==> src/hdl/ocfr_pkg.sv <==
// Constants, field layout and types of the over-current fault response block.
// Assumes one controller clock of 25 MHz and a decoded PMBus command port.
`default_nettype none
package ocfr_pkg;
  localparam logic [7:0]  CMD_FAULT_ACTION = 8'h47;
  localparam logic [7:0]  CMD_WARN_THRESH  = 8'h4a;
  localparam logic [7:0]  ACTION_RESET     = 8'h80;
  localparam logic [15:0] THRESH_RESET     = 16'he250;
  localparam int          MODE_MSB         = 7;
  localparam int          MODE_LSB         = 6;
  localparam int          RETRY_MSB        = 5;
  localparam int          RETRY_LSB        = 3;
  localparam int          DELAY_MSB        = 2;
  localparam int          DELAY_LSB        = 0;
  localparam int          EXP_MSB          = 15;
  localparam int          EXP_LSB          = 11;
  localparam int          MANT_MSB         = 10;
  localparam logic [2:0]  RETRY_LATCH      = 3'h0;
  localparam logic [2:0]  RETRY_HICCUP     = 3'h7;
  localparam logic [4:0]  WARN_EXP         = 5'h1c;
  localparam int          SIOUT_FAULT_BIT  = 7;
  localparam int          SIOUT_WARN_BIT   = 5;
  localparam int          CLK_MHZ          = 25;
  localparam int          HICCUP_MS        = 1000;
  localparam int          DELAY_MIN_US [8] = '{160, 320, 640, 1280, 2560, 5120, 9600, 10080};
  localparam int          CNT_W            = 26;

  typedef enum logic [1:0] {
    OCFR_IGNORE  = 2'b00,
    OCFR_UV_ONLY = 2'b01,
    OCFR_TIMED   = 2'b10,
    OCFR_SHUT    = 2'b11
  } ocfr_mode_type;

  typedef enum logic [2:0] {
    OCFR_RUN   = 3'b000,
    OCFR_LIMIT = 3'b001,
    OCFR_OFF   = 3'b010,
    OCFR_STOP  = 3'b011
  } ocfr_state_type;
endpackage
`default_nettype wire

==> src/hdl/ocfr_overcurrent_fault_response.sv <==
// Over-current fault policy: response modes, retry timing, warning and status.
// Assumes a PMBus engine delivering decoded command writes and reads on ref_clk.
`default_nettype none
module ocfr_overcurrent_fault_response #(
  parameter int unsigned DELAY_CYC [8] = '{
    ocfr_pkg::DELAY_MIN_US[0] * ocfr_pkg::CLK_MHZ, ocfr_pkg::DELAY_MIN_US[1] * ocfr_pkg::CLK_MHZ,
    ocfr_pkg::DELAY_MIN_US[2] * ocfr_pkg::CLK_MHZ, ocfr_pkg::DELAY_MIN_US[3] * ocfr_pkg::CLK_MHZ,
    ocfr_pkg::DELAY_MIN_US[4] * ocfr_pkg::CLK_MHZ, ocfr_pkg::DELAY_MIN_US[5] * ocfr_pkg::CLK_MHZ,
    ocfr_pkg::DELAY_MIN_US[6] * ocfr_pkg::CLK_MHZ, ocfr_pkg::DELAY_MIN_US[7] * ocfr_pkg::CLK_MHZ},
  parameter int unsigned HICCUP_CYC = ocfr_pkg::HICCUP_MS * 1000 * ocfr_pkg::CLK_MHZ
) (
  // Clock and reset
  input  wire logic        ref_clk,
  input  wire logic        rst,
  // Decoded PMBus command port
  input  wire logic        cmd_valid,
  input  wire logic        cmd_write,
  input  wire logic [7:0]  cmd_code,
  input  wire logic [15:0] cmd_wdata,
  output logic      [15:0] cmd_rdata,
  output logic             cmd_rvalid,
  input  wire logic        clear_faults,
  input  wire logic        store_user_all,
  // Analog and pin inputs
  input  wire logic        peak_over_limit,
  input  wire logic        vout_uv_pin,
  input  wire logic        enable_pin,
  // Same-clock inputs
  input  wire logic        operation_on,
  input  wire logic        other_fault_off,
  input  wire logic        iout_valid,
  input  wire logic [10:0] iout_mantissa,
  // Power stage control
  output logic             output_enable,
  output logic             current_limit_active,
  // Status and alert
  output logic             alert_out_n,
  output logic             status_word_iout,
  output logic             status_byte_iout,
  output logic      [7:0]  output_current_status_reg,
  output logic             invalid_data_flag,
  // Nonvolatile store
  output logic             nvm_store_stb,
  output logic      [7:0]  nvm_action,
  output logic      [15:0] nvm_threshold
);

  ////////////////////////////////////////////////////////////////////////////////
  // Helpers
  function automatic logic retry_bad(input logic [7:0] act);
    logic [2:0] r;
    r = act[ocfr_pkg::RETRY_MSB:ocfr_pkg::RETRY_LSB];
    retry_bad = (r != ocfr_pkg::RETRY_LATCH) && (r != ocfr_pkg::RETRY_HICCUP);
  endfunction

  function automatic logic exp_bad(input logic [15:0] thr);
    exp_bad = thr[ocfr_pkg::EXP_MSB:ocfr_pkg::EXP_LSB] != ocfr_pkg::WARN_EXP;
  endfunction

  ////////////////////////////////////////////////////////////////////////////////
  // Input synchronisers
  logic [1:0] peak_sync_q;
  logic [1:0] uv_sync_q;
  logic [1:0] en_sync_q;
  logic       peak_s;
  logic       uv_s;
  logic       run_ok;

  always_ff @(posedge ref_clk or posedge rst) begin
    if (rst) begin
      peak_sync_q <= 2'h0;
      uv_sync_q   <= 2'h0;
      en_sync_q   <= 2'h0;
    end else begin
      peak_sync_q <= {peak_sync_q[0], peak_over_limit};
      uv_sync_q   <= {uv_sync_q[0], vout_uv_pin};
      en_sync_q   <= {en_sync_q[0], enable_pin};
    end
  end

  assign peak_s = peak_sync_q[1];
  assign uv_s   = uv_sync_q[1];
  assign run_ok = en_sync_q[1] && operation_on && !other_fault_off;

  ////////////////////////////////////////////////////////////////////////////////
  // Command registers
  logic [7:0]  action_q;
  logic [15:0] thresh_q;
  logic        wr_action;
  logic        wr_thresh;
  logic        inval_q;

  assign wr_action = cmd_valid && cmd_write && (cmd_code == ocfr_pkg::CMD_FAULT_ACTION);
  assign wr_thresh = cmd_valid && cmd_write && (cmd_code == ocfr_pkg::CMD_WARN_THRESH);

  always_ff @(posedge ref_clk or posedge rst) begin
    if (rst) begin
      action_q <= ocfr_pkg::ACTION_RESET;
      thresh_q <= ocfr_pkg::THRESH_RESET;
    end else begin
      if (wr_action && !retry_bad(cmd_wdata[7:0])) begin
        action_q <= cmd_wdata[7:0];
      end
      if (wr_thresh && !exp_bad(cmd_wdata)) begin
        thresh_q <= cmd_wdata;
      end
    end
  end

  always_ff @(posedge ref_clk or posedge rst) begin
    if (rst) begin
      inval_q <= 1'b0;
    end else if ((wr_action && retry_bad(cmd_wdata[7:0])) ||
                 (wr_thresh && exp_bad(cmd_wdata))) begin
      inval_q <= 1'b1;
    end else if (clear_faults) begin
      inval_q <= 1'b0;
    end
  end

  always_ff @(posedge ref_clk or posedge rst) begin
    if (rst) begin
      cmd_rdata  <= 16'h0000;
      cmd_rvalid <= 1'b0;
    end else begin
      cmd_rvalid <= cmd_valid && !cmd_write;
      if (cmd_valid && !cmd_write) begin
        case (cmd_code)
          ocfr_pkg::CMD_FAULT_ACTION: cmd_rdata <= {8'h00, action_q};
          ocfr_pkg::CMD_WARN_THRESH:  cmd_rdata <= thresh_q;
          default:                    cmd_rdata <= 16'h0000;
        endcase
      end
    end
  end

  always_ff @(posedge ref_clk or posedge rst) begin
    if (rst) begin
      nvm_store_stb <= 1'b0;
      nvm_action    <= 8'h00;
      nvm_threshold <= 16'h0000;
    end else begin
      nvm_store_stb <= store_user_all;
      if (store_user_all) begin
        nvm_action    <= action_q;
        nvm_threshold <= thresh_q;
      end
    end
  end

  ////////////////////////////////////////////////////////////////////////////////
  // Response state machine
  ocfr_pkg::ocfr_mode_type  mode;
  ocfr_pkg::ocfr_state_type state_q;
  ocfr_pkg::ocfr_state_type state_d;
  logic [2:0]               retry;
  logic [2:0]               dly_code;
  logic [ocfr_pkg::CNT_W-1:0] cnt_q;
  logic [ocfr_pkg::CNT_W-1:0] dly_last;
  logic [ocfr_pkg::CNT_W-1:0] hic_last;

  assign mode     = ocfr_pkg::ocfr_mode_type'(action_q[ocfr_pkg::MODE_MSB:ocfr_pkg::MODE_LSB]);
  assign retry    = action_q[ocfr_pkg::RETRY_MSB:ocfr_pkg::RETRY_LSB];
  assign dly_code = action_q[ocfr_pkg::DELAY_MSB:ocfr_pkg::DELAY_LSB];
  assign dly_last = ocfr_pkg::CNT_W'(DELAY_CYC[dly_code] - 1);
  assign hic_last = ocfr_pkg::CNT_W'(HICCUP_CYC - 1);

  always_comb begin
    state_d = state_q;
    if (!run_ok) begin
      state_d = ocfr_pkg::OCFR_STOP;
    end else begin
      case (state_q)
        ocfr_pkg::OCFR_RUN: begin
          if (peak_s) begin
            case (mode)
              ocfr_pkg::OCFR_IGNORE:  state_d = ocfr_pkg::OCFR_RUN;
              ocfr_pkg::OCFR_UV_ONLY: state_d = uv_s ? ocfr_pkg::OCFR_OFF : ocfr_pkg::OCFR_RUN;
              ocfr_pkg::OCFR_TIMED:   state_d = ocfr_pkg::OCFR_LIMIT;
              default:                state_d = ocfr_pkg::OCFR_OFF;
            endcase
          end
        end
        ocfr_pkg::OCFR_LIMIT: begin
          if (!peak_s) begin
            state_d = ocfr_pkg::OCFR_RUN;
          end else if (cnt_q >= dly_last) begin
            state_d = ocfr_pkg::OCFR_OFF;
          end
        end
        ocfr_pkg::OCFR_OFF: begin
          if (clear_faults) begin
            state_d = ocfr_pkg::OCFR_RUN;
          end else if (retry == ocfr_pkg::RETRY_HICCUP && cnt_q >= hic_last) begin
            state_d = ocfr_pkg::OCFR_RUN;
          end
        end
        ocfr_pkg::OCFR_STOP: state_d = ocfr_pkg::OCFR_RUN;
        default:             state_d = ocfr_pkg::OCFR_STOP;
      endcase
    end
  end

  always_ff @(posedge ref_clk or posedge rst) begin
    if (rst) begin
      state_q <= ocfr_pkg::OCFR_STOP;
    end else begin
      state_q <= state_d;
    end
  end

  always_ff @(posedge ref_clk or posedge rst) begin
    if (rst) begin
      cnt_q <= '0;
    end else if (state_d != state_q) begin
      cnt_q <= '0;
    end else if (cnt_q != '1) begin
      cnt_q <= cnt_q + 1'b1;
    end
  end

  assign output_enable = (state_q == ocfr_pkg::OCFR_RUN) || (state_q == ocfr_pkg::OCFR_LIMIT);
  assign current_limit_active = output_enable && peak_s;

  ////////////////////////////////////////////////////////////////////////////////
  // Sticky status and alert
  logic fault_q;
  logic warn_q;

  always_ff @(posedge ref_clk or posedge rst) begin
    if (rst) begin
      fault_q <= 1'b0;
    end else if (peak_s) begin
      fault_q <= 1'b1;
    end else if (clear_faults) begin
      fault_q <= 1'b0;
    end
  end

  always_ff @(posedge ref_clk or posedge rst) begin
    if (rst) begin
      warn_q <= 1'b0;
    end else if (iout_valid && (iout_mantissa >= thresh_q[ocfr_pkg::MANT_MSB:0])) begin
      warn_q <= 1'b1;
    end else if (clear_faults) begin
      warn_q <= 1'b0;
    end
  end

  always_comb begin
    output_current_status_reg = 8'h00;
    output_current_status_reg[ocfr_pkg::SIOUT_FAULT_BIT] = fault_q;
    output_current_status_reg[ocfr_pkg::SIOUT_WARN_BIT]  = warn_q;
  end

  assign status_word_iout  = fault_q || warn_q;
  assign status_byte_iout  = fault_q;
  assign alert_out_n       = !fault_q;
  assign invalid_data_flag = inval_q;
endmodule
`default_nettype wire

==> config.mk <==
export PLATFORM = sky130hd
export DESIGN_NAME = ocfr_overcurrent_fault_response
export DESIGN_NICKNAME = d
export VERILOG_FILES = /design/src/hdl/ocfr_pkg.sv /design/src/hdl/ocfr_overcurrent_fault_response.sv
export SDC_FILE = /design/constraint.sdc
export NUM_CORES = 1
export LEC_CHECK = 0
export ABC_AREA = 1
export BUFFER_PORTS_ARGS = -buffer_cell sky130_fd_sc_hd__buf_4
export CAP_MARGIN = 20
export CORE_UTILIZATION = 30
export DETAILED_ROUTE_END_ITERATION = 6
export GPL_TIMING_DRIVEN = 0
export PLACE_DENSITY = 0.49
export SYNTH_ARGS = -nofsm -noshare
export SYNTH_HDL_FRONTEND = slang
export SYNTH_SLANG_ARGS = --single-unit
==> constraint.sdc <==
create_clock -name ref_clk -period 3 [get_ports ref_clk]
set_input_delay 0 -clock ref_clk [delete_from_list [all_inputs] [get_ports ref_clk]]
set_output_delay 0 -clock ref_clk [all_outputs]
set_load 0.02 [all_outputs]
==> results of run 1 <==
==> metrics by stage <==
| step | setup WS [ns] | TNS, ns |
|---|---|---|
| 5_1_grt | 0.01983 | 0 |
| 3_3_place_gp | -1.064 | -100.21 |
| 3_5_place_dp | 0.2157 | 0 |
| 6_report | 0.2935 | 0 |
| 4_1_cts | 0.2040 | 0 |
| 2_1_floorplan | 0.2827 | 0 |
==> sequential cells by signal, summed over array words and instances, names as in the netlist, 2 cells and up <==
name	count
en_sync_q	2
cnt_q	26
thresh_q	16
state_q	3
uv_sync_q	2
peak_sync_q	2
nvm_threshold	16
nvm_action	8
action_q	8
cmd_rdata	16
==> where the power goes <==
group          internal [mW]  switching (mW)  leakage (nW)
combinational          0.109           0.140          2.00
sequential              1.42          0.0112          1.20
clock                  0.610           0.581         0.149
==> placed cells by master (no fill, tap or decap), types with 2 or more instances in the layout <==
cell             n
nor2_1          81
dlygate4sd3_1   20
o22ai_1         12
o21ai_0         29
clkbuf_16        9
mux2_2           2
o21ai_1          3
buf_6            3
xor2_1           4
dfrtp_1         95
nand2_1        141
nand4_1          7
nand3_1         34
inv_8            3
clkinv_4         2
a21oi_1         47
conb_1           7
buf_4          104
clkbuf_1         9
nor2_2          25
xnor2_1          2
buf_2            3
nor4_1           4
dfstp_2          9
nor3_1          12
ha_1            25
nand3_2          2
inv_1           75
o31ai_1          8
buf_1            2
==> how the worst min path moves through the flow <==
stage / startpoint / endpoint
2_1_floorplan: enable_pin / en_sync_q[0]
4_1_cts: other_fault_off / state_q[0]
3_5_place_dp: enable_pin / en_sync_q[0]
6_report: other_fault_off / state_q[1]
3_3_place_gp: peak_over_limit / peak_sync_q[0]
5_1_grt: other_fault_off / state_q[0]
==> timing repair <==
action | in CTS | in global routing
hold buffers | 20 | 0
hold endpoints to repair | 72 | 0
resized for setup | 0 | 2
endpoints found under the setup margin | 0 | 20
==> cell type report <==
| class | instances | area share [%] |
|---|---|---|
| sequential | 104 | 37.45 |
| buffer | 25 | 2.151 |
| tap | 225 | 4.034 |
| inverter | 76 | 4.123 |
| clock inverter | 6 | 0.8605 |
| multi-input combinational | 460 | 34.37 |
| clock buffer | 10 | 3.424 |
| timing repair buffer | 117 | 13.59 |
==> critical path, stage by stage, from the launching register on <==
cell,delay (ns)
dfrtp_1,0.33
clkbuf_1,0.27
inv_1,0.18
nand3_1,0.10
nand3_1,0.08
ha_1,0.29
nand2_1,0.08
nand2_1,0.06
a21oi_1,0.12
nand3_1,0.13
nand2_1,0.13
nand2_1,0.07
a21oi_1,0.21
nand3_1,0.16
nand3_4,0.17
buf_6,0.19
nor2_2,0.04
==> layer usage <==
metal | part of all wire, % | routed length (µm) | GRT usage (%) | up-vias
met5 | 0 | 0 | 0 | -
met4 | 1.2 | 174 | 3.765 | 0
met3 | 3.0 | 433 | 3.990 | 15
met2 | 46 | 6727 | 27.04 | 84
met1 | 49 | 7176 | 23.04 | 2247
li1 | - | - | - | 2396
==> cell families (layout without fill, tap and decap cells) <==
kind of cell             after synthesis  after routing  synth area share (%)
AO/OA/AOI/OAI                        105            105                 10.71
XOR/XNOR                               6              6                0.9693
adder cells (fa/ha/maj)               25             25                 5.770
buffers and inverters                102            234                 8.101
flip-flops                           104            104                 48.21
multiplexers                           2              2                0.4154
other                                  1              7               0.06917
AND/OR/NAND/NOR                      315            315                 25.76
==> impl_results.md, run 1 <==
* Row count at 48
* Worst Setup SP: action_q[1]
* IO buf count at 96
* Critical Path Sink: cnt_q[6]
* Status: complete, no violations
* Top cell type's share of synthesized area at 43.85%
* Initial antenna violation count at 0
* Fill cell count at 1806
* Final std cells w/o fill at 1023
* Yosys top cell by area: dfrtp_1
* HPWL after DPL at 11.14 mm
* Final Hold Fails at 0
* Dpl cells at 988
* CTS H-tree depth at 3
* Ys async rst share at 100.0%
* Hold Path Class: primary input to flop
* Post-Syn Instances at 660
* Mapped Area at 0.005421 mm²
* Clk sinks at 104
* CTS tree: built
* Element type at the critical path end: flop
* Final min period at 2.707 ns
* Root Driver: clkbuf_16
* Leak at 3.349 nW
* Drt wl/cell at 14.18 µm
* Gpl congestion at 0.8407
* Max-slew violations at 0
* First-pass GRT wire length at 24.19 mm
* Required time worst endpoint at 3.24 ns
* Count of cell types in the netlist at 40
* FF+latch count, synth at 104
* Worst Path Arrival at 2.95 ns
* Post-route cell area at 0.006979 mm²
* Vias at 4742
* RSZ-0062 raised after global routing: false
* Slew margin rel. at 51.55%
* Warnings from Yosys at 0
* Peak supply drop at 0.2916 mV
* Synth top cells by count: nand2_1, dfrtp_1, nor2_1
* Pwr Total at 2.872 mW
* Final net count at 865
* Path depth of the worst reg2reg path at 16
* Largest net degree at the start of global routing at 60
* Die X-Extent at 136.4 µm
* DR vias/cell at 4.635
* Multi-input logic area at 0.002399 mm²
* Routed WL at 14.51 mm
* Final period util at 90.22%
* Drt initial violations at 349
* Sequential share of the synthesized area at 48.21%
* Final-report setup violation count at 0
* Initial Util at 31.02%
* Crit path max fanout at 10
* Top-level port count at 103
* P per Cell Area at 411.5 mW/mm²
* Remaining DRCs at 0
* R2R Path Start: action_q[1]
* Worst slew pin tran at 0.7213 ns
* Die ar. at 0.01861 mm²
* Top cells by area, synth: dfrtp_1, nand2_1, ha_1, nor2_1, inv_1
* Core Region at 0.01748 mm²
* Most numerous cell in the Yosys netlist: nand2_1
* Drt pass-1 iters at 4
* FMAX at 369.5 MHz
* GRT Total Usage at 16.91%
* Final hold slack at 0.02748 ns
* Main synth FF type: dfrtp_1
* Max cap viols at 0
* Buffer count from post-CTS setup fixing at 0
* Critical path class: flop to flop
* Number of synthesized flops with an enable pin at 0
* R2R setup slack at 0.29 ns
* Worst-Skew Late Latency at 0.35 ns
* P&R area growth vs syn at 28.73%
* Startpoint Class: flop
* Cts bufs inserted at 9
* Syn Area/Cell at 8.214 µm²
* Reg2reg end: cnt_q[6]
* Area after DPL at 0.006476 mm²
* N_diodes at 0
* Die height at 136.4 µm
* Layout cells sized above 1 at 21.68%
* Post-route ant nets at 0
* Final core occ at 39.93%
* Hold path cells at 5
* Number of global-route vias before repair at 4726
* Grt ovf at 0
* CTS Buffer Depth at 2
* Reg area at 0.002614 mm²
* Clock Skews at 0.009939 ns
* CTS clock-pin slew for the worst setup and hold paths at 0.08 ns
Power figures use the tool's default switching activity.
==> inputs of run 2 (changes only) <==
--- a/config.mk
+++ b/config.mk
@@ -8,10 +8,10 @@
 export ABC_AREA = 1
 export BUFFER_PORTS_ARGS = -buffer_cell sky130_fd_sc_hd__buf_4
 export CAP_MARGIN = 20
-export CORE_UTILIZATION = 30
+export CORE_UTILIZATION = 56
 export DETAILED_ROUTE_END_ITERATION = 6
 export GPL_TIMING_DRIVEN = 0
-export PLACE_DENSITY = 0.49
+export PLACE_DENSITY = 0.84
 export SYNTH_ARGS = -nofsm -noshare
 export SYNTH_HDL_FRONTEND = slang
 export SYNTH_SLANG_ARGS = --single-unit
==> impl_results.md, run 2 (synthesis results as in run 1) <==
* Pwr Total at 2.560 mW
* Final std cells w/o fill at 928
* CTS Buffer Depth at 2
* Clk pwr share at 34.2%
* First-pass GRT wire length at 23.53 mm
* Final-report setup violation count at 0
* Routed WL at 14.24 mm
* Row count at 35
* Slew margin rel. at 53.16%
* Remaining DRCs at 0
* Final Hold Fails at 0
* Crit path max fanout at 10
* Drt initial violations at 218
* Gpl congestion at 0.9512
* Top reg by flops: cnt_q
* R2R Path Start: action_q[2]
* Drt pass-1 iters at 5
* Net load switching power at 0.7000 mW
* Worst slew pin tran at 0.6973 ns
* Leak at 3.306 nW
* Path depth of the worst reg2reg path at 14
* DR vias/cell at 5.462
* Final period util at 87.07%
* Commonest cells after routing, fill and taps aside: nand2_1, buf_4, dfrtp_1
* Post-route ant nets at 0
* Hold Path Sink: cmd_rdata[15]
* Initial antenna violation count at 0
* CTS tree: built
* Clock Skews at 0.01305 ns
* Grt ovf at 0
* N_diodes at 0
* CTS H-tree depth at 3
* Initial Util at 58.12%
* Die height at 100.4 µm
* Drt wl/cell at 15.34 µm
* Switching share of power at 27.34%
* Vias at 5069
* HPWL after DPL at 10.49 mm
* Layout cells sized above 1 at 21.65%
* Element type at the critical path end: flop
* P per Cell Area at 378.4 mW/mm²
* GRT Total Usage at 30.16%
* Clk sinks at 104
* Number of global-route vias before repair at 5109
* Worst-Skew Late Latency at 0.38 ns
* Dpl cells at 892
* Hold Path Class: primary input to flop
* Final min period at 2.612 ns
* Top-level port count at 103
* Max cap viols at 0
* Hold_sp: cmd_write
* P&R area growth vs syn at 24.76%
* Critical path class: flop to flop
* Max-slew violations at 0
* Setup slack after layout at 0.3879 ns
* Required time worst endpoint at 3.26 ns
* Fill cell count at 712
* Root Driver: clkbuf_8
* Most common cell after layout, fill and taps aside: nand2_1
* Hold path cells at 4
* IO buf count at 96
* Comb pwr share at 9.8%
* Startpoint Class: flop
* Status: complete, no violations
* Peak supply drop at 0.2434 mV
* Final net count at 866
* Cts bufs inserted at 9
* Place WS at 0.2072 ns
* P_int at 1.860 mW
* R2R setup slack at 0.39 ns
* Die X-Extent at 100.4 µm
* Reg2reg end: cnt_q[13]
* CTS clock-pin slew for the worst setup and hold paths at 0.10 ns
* Largest register FFs at 26
* Core Region at 0.009328 mm²
* RSZ-0062 raised after global routing: false
* Die ar. at 0.01008 mm²
* Sequential share of power at 56.0%
* FMAX at 382.8 MHz
* Worst Path Arrival at 2.88 ns
* Largest net degree at the start of global routing at 69
-- run 2: stage by stage --
step | cell area, µm² | TNS, ns | hold slack [ns] | utilization [%]
floorplan | 5444 | 0 | 0.03143 | -
global placement | 6326 | -75.80 | 0.1110 | 67.82
detailed placement | 6356 | 0 | 0.06080 | 68.14
CTS | 6771 | 0 | 0.02944 | 72.60
global route | 6764 | 0 | 0.05995 | 72.52
finish | 6764 | 0 | 0.04514 | 72.52
-- run 2: how the worst max path moves through the flow --
stage	from	end	slack (ns)	cells after the start
after floorplan	rst	action_q[0]	0.28	1
after global placement	rst	uv_sync_q[0]	-0.80	2
after detailed placement	action_q[1]	cnt_q[13]	0.21	16
after CTS	action_q[1]	cnt_q[13]	0.19	16
after global routing	action_q[2]	cnt_q[10]	0.05	14
final	action_q[2]	cnt_q[13]	0.39	14
-- run 2: power by group through the flow --
stage          logic (mW)  clock network [mW]  registers, mW
3_5_place_dp        0.228                   0           1.46
3_3_place_gp        0.216                   0           1.46
4_1_cts             0.251               0.879           1.43
2_1_floorplan       0.115                   0           1.47
6_report            0.252               0.875           1.43
5_1_grt             0.276               0.937           1.44
-- run 2: final cells by class --
class,count,area (µm²),share of cell area [%]
timing repair buffer,119,968.4,14.32
tap,129,161.4,2.386
clock buffer,9,123.9,1.831
inverter,76,287.8,4.255
buffer,24,146.4,2.164
clock inverter,7,71.32,1.054
multi-input combinational,460,2391,35.35
sequential,104,2614,38.64
-- run 2: repair_timing --
action	4_1_cts	5_1_grt
hold buffers	22	0
buffers inserted	0	0
endpoints found under the hold margin	65	0
resized for setup	0	1
setup endpoints to repair	0	20
-- run 2: critical path, cell delays in order (launching register included) --
cell	delay, ns
dfrtp_1	0.46
inv_1	0.18
o21ai_0	0.24
ha_1	0.29
nand2_1	0.08
inv_1	0.04
a21oi_1	0.14
nand3_1	0.11
nand2_1	0.14
nand2_1	0.09
a21oi_1	0.18
nand3_1	0.11
nand3_2	0.18
buf_6	0.20
nor2_2	0.04
-- run 2: layer usage --
| metal | track usage [%] | share of wire, % |
|---|---|---|
| met2 | 54.06 | 51 |
| met5 | 0 | 0 |
| met1 | 35.89 | 40 |
| met4 | 14.16 | 3.2 |
| met3 | 4.039 | 5.6 |
